===== src/rbl_regs.svh =====
/*
 * Named constants for the reset and boot-mode latch: release count and reset values.
 * Assumes it is included by bare name from the package and the design modules.
 */
`ifndef RBL_REGS_SVH
`define RBL_REGS_SVH

`define RBL_CNT_W          6
`define RBL_CNT_ZERO       6'h00
`define RBL_CNT_ONE        6'h01
`define RBL_RELEASE_LAST   6'h1f
`define RBL_CHIP_RST_VAL   1'b1
`define RBL_PIN_RST_VAL    1'b0
`define RBL_MA_RST_VAL     1'b0
`define RBL_MB_RST_VAL     1'b0
`define RBL_EMI_RST_VAL    1'b0
`define RBL_DBG_RST_VAL    1'b1

`endif


===== src/rbl_pkg.sv =====
/*
 * Types shared by the reset and boot-mode latch modules.
 * Assumes rbl_regs.svh is on the include path.
 */
`include "rbl_regs.svh"

package rbl_pkg;
    typedef enum logic [1:0]
    {
        RBL_ST_HOLD  = 2'b00,
        RBL_ST_COUNT = 2'b01,
        RBL_ST_RUN   = 2'b10
    } rbl_state_e;

    typedef logic [`RBL_CNT_W-1:0] rbl_cnt_t;
endpackage


===== src/rbl_reset_boot.sv =====
/*
 * Chip reset sequencer and boot-mode latch: holds the chip in reset, latches the
 * operating mode on release, and frees the internal reset after a fixed count.
 * Assumes rst is the power-on reset, all pins are synchronous to ref_clk (50 MHz).
 */
// Contract
// - External reset low keeps all logic except the debug module in reset.
// - On external reset release, latch the boot pin as operating mode.
// - Release internal reset synchronously after a fixed cycle count.
// - Reset output pin always mirrors the internal reset state.
// - Power-on reset asserts the chip reset without any external reset.
// - Boot pin high requests external boot, honoured only when flash unsecured.
// - Chip reset alone leaves the debug module unreset; full reset needs both.
// - Secured flash forces internal boot, both mode bits zero.
// - Secured-state bit loads only at reset; later changes are ignored.
`timescale 1ns/100ps
`default_nettype none
`include "rbl_regs.svh"

module rbl_reset_boot
    import rbl_pkg::*;
(
    input  wire logic ref_clk,
    input  wire logic rst,
    input  wire logic ext_reset_n,
    input  wire logic external_boot_select,
    input  wire logic ext_memory_addr_mode,
    input  wire logic flash_secured,
    input  wire logic jtag_trst_n,
    input  wire logic map_select_wr,
    input  wire logic map_select_wdata,
    output logic      chip_reset,
    output logic      reset_state_output_n,
    output logic      program_map_select,
    output logic      secured_state_flag,
    output logic      ext_addr_20bit,
    output logic      debug_reset
);
    import rbl_pkg::*;

    rbl_state_e state_reg;
    rbl_state_e state_next;
    logic       chip_rst_reg;
    logic       chip_rst_next;
    logic       pin_n_reg;
    logic       pin_n_next;
    logic       ma_reg;
    logic       ma_next;
    logic       mb_reg;
    logic       mb_next;
    logic       emi_reg;
    logic       emi_next;
    logic       dbg_reg;
    logic       dbg_next;
    logic       latch_now;
    logic       cnt_last;
    rbl_cnt_t   cnt_value;

    // Latch happens on the first cycle the external reset is seen released
    assign latch_now = (state_reg == RBL_ST_HOLD) && ext_reset_n;

    rbl_release_counter u_release
    (
        .ref_clk (ref_clk),
        .rst     (rst),
        .clear   (state_reg != RBL_ST_COUNT),
        .enable  (state_reg == RBL_ST_COUNT),
        .count   (cnt_value),
        .last    (cnt_last)
    );

    always_comb
    begin
        state_next    = state_reg;
        chip_rst_next = chip_rst_reg;
        ma_next       = ma_reg;
        mb_next       = mb_reg;
        emi_next      = emi_reg;
        unique case (state_reg)
            RBL_ST_HOLD:
            begin
                chip_rst_next = 1'b1;
                if (ext_reset_n)
                begin
                    // Secured flash refuses external boot and falls back to mode 0
                    mb_next    = ~flash_secured;
                    ma_next    = external_boot_select & ~flash_secured;
                    emi_next   = ext_memory_addr_mode & external_boot_select
                                 & ~flash_secured;
                    state_next = RBL_ST_COUNT;
                end
            end
            RBL_ST_COUNT:
            begin
                if (!ext_reset_n)
                    state_next = RBL_ST_HOLD;
                else if (cnt_last)
                begin
                    state_next    = RBL_ST_RUN;
                    chip_rst_next = 1'b0;
                end
            end
            RBL_ST_RUN:
            begin
                if (!ext_reset_n)
                begin
                    state_next    = RBL_ST_HOLD;
                    chip_rst_next = 1'b1;
                end
                else if (map_select_wr && mb_reg)
                    ma_next = map_select_wdata;
            end
            default:
            begin
                state_next    = RBL_ST_HOLD;
                chip_rst_next = 1'b1;
            end
        endcase
        // Pin follows the next reset value so it lines up with chip_reset
        pin_n_next = ~chip_rst_next;
        // Debug reset follows only its own line, never the chip reset
        dbg_next   = ~jtag_trst_n;
    end

    always_ff @(posedge ref_clk or posedge rst)
    begin
        if (rst)
        begin
            state_reg    <= RBL_ST_HOLD;
            chip_rst_reg <= `RBL_CHIP_RST_VAL;
            pin_n_reg    <= `RBL_PIN_RST_VAL;
            ma_reg       <= `RBL_MA_RST_VAL;
            mb_reg       <= `RBL_MB_RST_VAL;
            emi_reg      <= `RBL_EMI_RST_VAL;
            dbg_reg      <= `RBL_DBG_RST_VAL;
        end
        else
        begin
            state_reg    <= state_next;
            chip_rst_reg <= chip_rst_next;
            pin_n_reg    <= pin_n_next;
            ma_reg       <= ma_next;
            mb_reg       <= mb_next;
            emi_reg      <= emi_next;
            dbg_reg      <= dbg_next;
        end
    end

    assign chip_reset           = chip_rst_reg;
    assign reset_state_output_n = pin_n_reg;
    assign program_map_select   = ma_reg;
    assign secured_state_flag   = mb_reg;
    assign ext_addr_20bit       = emi_reg;
    assign debug_reset          = dbg_reg;

    a_ext_low_hold: assert property (@(posedge ref_clk) disable iff (rst)
        !ext_reset_n |=> chip_rst_reg)
        else $error("chip reset not held while external reset low");

    a_mode_latch: assert property (@(posedge ref_clk) disable iff (rst)
        latch_now |=> ma_reg == $past(external_boot_select & ~flash_secured))
        else $error("boot mode not latched at release");

    a_release_wait: assert property (@(posedge ref_clk) disable iff (rst)
        latch_now |=> chip_rst_reg[*8])
        else $error("internal reset released too early");

    a_release_count: assert property (@(posedge ref_clk) disable iff (rst)
        $fell(chip_rst_reg) |-> $past(cnt_value) == `RBL_RELEASE_LAST)
        else $error("internal reset released off count");

    a_pin_mirror: assert property (@(posedge ref_clk) disable iff (rst)
        pin_n_reg == ~chip_rst_reg)
        else $error("reset pin does not mirror internal reset");

    a_por_start: assert property (@(posedge ref_clk) disable iff (rst)
        $past(rst) |-> chip_rst_reg && (state_reg != RBL_ST_RUN))
        else $error("power-on reset not in effect");

    a_secure_boot: assert property (@(posedge ref_clk) disable iff (rst)
        !mb_reg |-> !ma_reg && !emi_reg)
        else $error("external boot taken with secured flash");

    a_mb_frozen: assert property (@(posedge ref_clk) disable iff (rst)
        !latch_now |=> $stable(mb_reg))
        else $error("secured-state bit changed outside reset");

    a_debug_apart: assert property (@(posedge ref_clk) disable iff (rst)
        chip_rst_reg && jtag_trst_n |=> !dbg_reg)
        else $error("debug module reset by chip reset alone");

    c_release: cover property (@(posedge ref_clk) disable iff (rst) $fell(chip_rst_reg));
    c_ext_boot: cover property (@(posedge ref_clk) disable iff (rst)
        latch_now && external_boot_select && !flash_secured);
    c_secured: cover property (@(posedge ref_clk) disable iff (rst)
        latch_now && external_boot_select && flash_secured);
    c_abort: cover property (@(posedge ref_clk) disable iff (rst)
        state_reg == RBL_ST_COUNT && !ext_reset_n);
endmodule

`default_nettype wire


===== src/rbl_release_counter.sv =====
/*
 * Release delay counter: counts enabled cycles from a clear, flags the last one.
 * Assumes a single clock ref_clk and asynchronous active-high rst.
 */
`timescale 1ns/100ps
`default_nettype none
`include "rbl_regs.svh"

module rbl_release_counter
    import rbl_pkg::*;
(
    input  wire logic          ref_clk,
    input  wire logic          rst,
    input  wire logic          clear,
    input  wire logic          enable,
    output var  rbl_pkg::rbl_cnt_t count,
    output logic               last
);
    import rbl_pkg::*;

    rbl_cnt_t cnt_reg;
    rbl_cnt_t cnt_next;

    always_comb
    begin
        cnt_next = cnt_reg;
        if (clear)
            cnt_next = `RBL_CNT_ZERO;
        else if (enable && (cnt_reg != `RBL_RELEASE_LAST))
            cnt_next = cnt_reg + `RBL_CNT_ONE;
    end

    always_ff @(posedge ref_clk or posedge rst)
    begin
        if (rst)
            cnt_reg <= `RBL_CNT_ZERO;
        else
            cnt_reg <= cnt_next;
    end

    assign count = cnt_reg;
    assign last  = (cnt_reg == `RBL_RELEASE_LAST);
endmodule

`default_nettype wire


===== config.mk =====
export PLATFORM = sky130hd
export DESIGN_NAME = rbl_reset_boot
export DESIGN_NICKNAME = d
export VERILOG_FILES = /design/src/rbl_pkg.sv /design/src/rbl_reset_boot.sv /design/src/rbl_release_counter.sv
export VERILOG_INCLUDE_DIRS = /design/src
export SDC_FILE = /design/constraint.sdc
export NUM_CORES = 1
export LEC_CHECK = 0
export BUFFER_PORTS_ARGS = -buffer_cell sky130_fd_sc_hd__buf_2
export CORE_UTILIZATION = 55
export DETAILED_ROUTE_END_ITERATION = 8
export HOLD_SLACK_MARGIN = 0.05
export PLACE_DENSITY = 0.79
export SYNTH_ARGS = -nofsm -noshare
export SYNTH_HDL_FRONTEND = slang
export SYNTH_SLANG_ARGS = --single-unit

===== constraint.sdc =====
create_clock -name ref_clk -period 3 [get_ports ref_clk]
set_clock_uncertainty 0.15 [all_clocks]
set_input_delay 0.75 -clock ref_clk [delete_from_list [all_inputs] [get_ports ref_clk]]
set_output_delay 0.75 -clock ref_clk [all_outputs]
set_load 0.05 [all_outputs]

# ---- Word level (Yosys, flattened, before mapping)
# Index checks and enable logic that the tools add are counted.
dict set report classes {
  n_addsub 1
  eq_ne 10
  muxes 15
  bitwise 6
  n_reduce_logical 8
}
# operator n
set ops {}
lappend ops {{$mux 6} 2}
lappend ops {{$mux 2} 4}
lappend ops {{$ne 2x2->1 const B} 4}
lappend ops {{$add 6x1->6 const B} 1}
lappend ops {{$eq 6x5->1 const B} 1}
lappend ops {{$mux 1} 6}
lappend ops {{$ne 6x5->1 const B} 1}
lappend ops {{$pmux 2 s3} 1}
lappend ops {{$pmux 1 s2} 2}
lappend ops {{$reduce_and 4->1} 1}
lappend ops {{$reduce_bool 2->1} 2}
lappend ops {{$and 1x1->1} 3}
lappend ops {{$ne 3x3->1 const B} 1}
lappend ops {{$not 1->1} 3}
lappend ops {{$reduce_and 3->1} 1}
lappend ops {{$eq 2x1->1 const B} 1}
lappend ops {{$eq 2x2->1 const B} 1}
lappend ops {{$logic_and 1x1->1} 2}
lappend ops {{$logic_not 2->1} 1}
lappend ops {{$ne 2x1->1 const B} 1}
lappend ops {{$reduce_and 2->1} 1}
dict set report word_totals {
  ff_bits 14
  input_bits 9
  output_inout_bits 6
}

# ---- Longest topological paths before layout
dict set report depth {
  word_depth 5
  mapped_depth 7
  depth_no_buf 6
}

# ---- By module
# Synthesis repeated with hierarchy kept, for this count alone.
dict set report hier_totals {
  cells_unflattened 86
  area_unflattened_um2 837.1
}
# mod n_inst cells_per_inst area_per_inst_um2 seq_area_each_um2
set by_module_without_submodules {}
lappend by_module_without_submodules {rbl_reset_boot 1 46 455.4 202.7}
lappend by_module_without_submodules {rbl_release_counter 1 40 381.6 150.1}

# ---- Least setup slack after synthesis
# OpenSTA, ideal clock, no wires.
dict set report synth_timing {
  kind {flip-flop to flip-flop}
  from {register state_reg[0]}
  to {register state_reg[0]}
  arrival_ns 1.372
  required_time_ns 2.725
  setup_slack_ns 1.353
  path_stages_with_launch 7
  path_buffers 1
  period_less_slack_ns 1.647
  path_cell_list {dfrtp_1 inv_1 ha_1 clkbuf_2 nor3_4 a22oi_1 mux2_4}
}
dict set report synth_between {
  elab_chain_cells 3
  elab_cells_between_ends 8
  classes_between {5 x eq/ne; 1 x mux; 2 x reduce/logical}
}
# element line_no
set synth_rtl {}
lappend synth_rtl {{start, declared} rbl_reset_boot.sv:41} ;# rbl_state_e state_reg;
lappend synth_rtl {{start signal, assigned} rbl_reset_boot.sv:139} ;# state_reg <= state_next;
lappend synth_rtl {{$eq 2x1->1 (tied with other cells)} rbl_reset_boot.sv:79} ;# unique case (state_reg)
lappend synth_rtl {{$ne 3x3->1 (no line) / $ne 2x2->1 (equally long branches)} --}
lappend synth_rtl {{$reduce_and 3->1 (no line)} --}
# Several ways; a longest one is shown, not always the timed one.
# A chain may end at the register's enable or synchronous reset.

# ---- Worst setup path in the final report
dict set report layout_timing {
  from {register chip_rst_reg (netlist: chip_reset)}
  to {output port chip_reset}
}
# element line_no
set layout_lines {}
lappend layout_lines {{start, declared} rbl_reset_boot.sv:43} ;# logic chip_rst_reg;
lappend layout_lines {{start signal, assigned} rbl_reset_boot.sv:130} ;# chip_rst_reg <= `RBL_CHIP_RST_VAL;
lappend layout_lines {{start signal, assigned} rbl_reset_boot.sv:140} ;# chip_rst_reg <= chip_rst_next;
lappend layout_lines {{end, declared} rbl_reset_boot.sv:32} ;# output logic chip_reset,
# No word-level cell between the ends.

==> key figures <==
Power
  • Clk pwr share: 15.2%
  • Sw Ratio: 42.33%
  • Power per standard cell area: 813.1 mW/mm2
  • Combinational fraction of design power: 44.2%
  • Flop pwr share: 40.6%
  • Switching power: 0.0002907 W
  • VDD IR max: 0.0004182 V
  • Leakage power: 0.4470 nW
  • Pint: 0.0003960 W

Finish
  • Final Cell Area: 844.6 um2
  • Most frequent cells in the layout: buf_2, dfrtp_1, o21ai_0, nand2_1, inv_1
  • Commonest non-fill, non-tap cell in the layout: buf_2
  • Nets: 102
  • N_diodes: 0
  • Layout cells sized above 1: 29.07%
  • Area Growth Syn to Fin: 13.64%
  • Max reg flops: 6

Setup path
  • CP max FO: 3
  • Slowest CP cell: dfstp_2
  • R2R Setup Slk: 1.16 ns
  • CP max stage delay: 0.54 ns
  • Startpoint types: flip-flop
  • CP cell instances: buf_2
  • Crit end category: output port
  • Crit path kind: reg2out
  • Critical path's top delay family: flip-flops
  • CP bufs+invs: 1
  • Req. time, crit path: 2.10 ns
  • Critical Path AT: 1.08 ns

Clock network
  • CTS hold repair buffers: 0
  • Sink Count: 14
  • CTS Buf Count: 3
  • Max Root-Sink Buffers: 2
  • Worst skew pair latency: 0.27 ns
  • Post_cts resized: 0
  • Setup bufs post-CTS: 0
  • Clock-pin slew on the worst setup and hold paths: 0.08 ns
  • Clock tree from TritonCTS: done
  • CTS HTree Levels: 1
  • Root Driver: clkbuf_4

Synth
  • Synthesis-stage register bit count: 14
  • Synth Flop Type: dfrtp_1
  • Sequential area share after synthesis: 47.47%
  • Post-synth cell types: 29
  • Synthesized area per cell: 10.47 um2
  • Syn Nets: 85
  • Post-Syn Area: 743.2 um2
  • Number of synthesized flops with an enable pin: 0
  • Ys Warns: 0
  • Ys async rst share: 100.0%
  • Synthesized instance count: 71

Floorplan
  • Die width: 38.76 um
  • Die Ht: 38.76 um
  • IO Pins: 15
  • Die ar.: 0.001502 mm2
  • Core area: 0.001186 mm2
  • # rows: 12
  • Starting density of the core: 62.66%

GRT
  • First-pass GRT wire length: 2.001 mm
  • GRT overflow: 0
  • Vias in the first global route: 462
  • Total GRT Usage: 20.34%
  • Antenna violations before repair: 0
  • Largest net degree at the start of global routing: 15

Timing
  • Worst-Margin Slew: 0.4983 ns
  • F_max: 0.5063 GHz
  • Slew Limit Fails: 0
  • Worst rel slew slack: 66.74%
  • Final Hold Fails: 0
  • # setup viols final: 0
  • Period utilization: 65.84%
  • Minimum clock period: 1.975 ns
  • RSZ-0062 raised after global routing: false
  • TNS Setup: 0 ns

Route
  • Routed vias: 546
  • Final wirelength: 1.256 mm
  • First-pass DRT Iterations: 4
  • Residual DRC: 0
  • Starting DRT DRC Count: 8
  • Vias per cell: 5.460
  • Post-detailed-route count of antenna-violating nets: 0
  • DR WL/cell: 12.56 um

Hold path
  • Hold crit path type: in2async

Placed design
  • HPWL after DPL: 972 um
  • Placed cell areas: 822.0 um2
  • Routability cong.: 0.6914
  • # port buffers: 14

Run
  • MaxCap Viol Count: 0

Status
  • Status: finished clean
## Yosys cell counts, drive strengths merged, types with 2 or more instances
| cell type | n | area [um2] |
|---|---|---|
| dfrtp | 12 | 300.3 |
| nand2 | 7 | 28.78 |
| o21ai | 7 | 35.03 |
| inv | 6 | 22.52 |
| ha | 5 | 62.56 |
| nor2 | 4 | 17.52 |
| a21oi | 3 | 15.01 |
| xnor2 | 3 | 26.28 |
| and3 | 2 | 12.51 |
| clkbuf | 2 | 8.750 |
| dfstp | 2 | 52.55 |
| nand3 | 2 | 10.01 |
| nand3b | 2 | 27.53 |
| nor2b | 2 | 12.51 |
| nor3b | 2 | 15.01 |
## path summary, 6_finish.rpt
path / from / endpoint / cells after the start
max: chip_reset$_DFF_PP1_ / chip_reset / 1
min: rst / secured_state_flag$_DFFE_PP0P_ / 2
max reg2reg: state_reg[0]$_DFFE_PP0P_ / state_reg[0]$_DFFE_PP0P_ / 5
min reg2reg: program_map_select$_DFFE_PP0P_ / program_map_select$_DFFE_PP0P_ / 2
max in group asynchronous: rst / debug_reset$_DFF_PP1_ / 2
min in group ref_clk: program_map_select$_DFFE_PP0P_ / program_map_select$_DFFE_PP0P_ / 2
## per-stage QoR
step | utilization (%) | total power (W) | std cells | worst slack, ns | hold slack [ns]
3_3_place_gp | 69.30 | 0.0005736 | 97 | 1.208 | 0.3095
5_1_grt | 71.20 | 0.0007252 | 100 | 0.9794 | 0.3524
2_1_floorplan | - | 0.0005177 | 71 | 1.353 | 0.3464
6_report | 71.20 | 0.0006867 | 100 | 1.025 | 0.3349
4_1_cts | 71.20 | 0.0006904 | 100 | 1.014 | 0.3408
3_5_place_dp | 69.30 | 0.0005856 | 97 | 1.182 | 0.3225
## per-layer routing
layer	share of wire (%)	wire length, um	up-vias	GRT usage [%]
li1	-	-	273	-
met1	48	604	259	25.37
met2	48	604	12	32.08
met3	2.9	37	2	5.202
met4	0.72	9	0	10.34
met5	0	0	-	0
## layout make-up
| type | count | area [um2] |
|---|---|---|
| inverter | 6 | 22.52 |
| fill | 90 | 341.6 |
| sequential | 14 | 352.8 |
| tap | 14 | 17.52 |
| multi-input combinational | 49 | 359.1 |
| timing repair buffer | 14 | 70.07 |
| clock buffer | 3 | 22.52 |
## power groups by stage
| stage | combinational [W] | clock, W | sequential (W) |
|---|---|---|---|
| final | 0.000303 | 0.000104 | 0.000279 |
| after floorplan | 0.000145 | 0 | 0.000373 |
| after detailed placement | 0.000304 | 0 | 0.000282 |
| after global routing | 0.000323 | 0.000117 | 0.000285 |
| after CTS | 0.000304 | 0.000107 | 0.000279 |
| after global placement | 0.000294 | 0 | 0.000279 |
## kinds of logic (layout without fill, tap and decap cells)
logic type	Yosys count	count (layout)	synth area share, %
buffers and inverters	8	23	4.207
and+or+nand+nor	23	23	19.70
adders and majority gates	5	5	8.418
muxes	2	2	3.366
xor gates and xnor gates	3	3	3.536
AOI/OAI and AO/OA	16	16	13.30
DFF	14	14	47.47
Power figures use the tool's default switching activity.
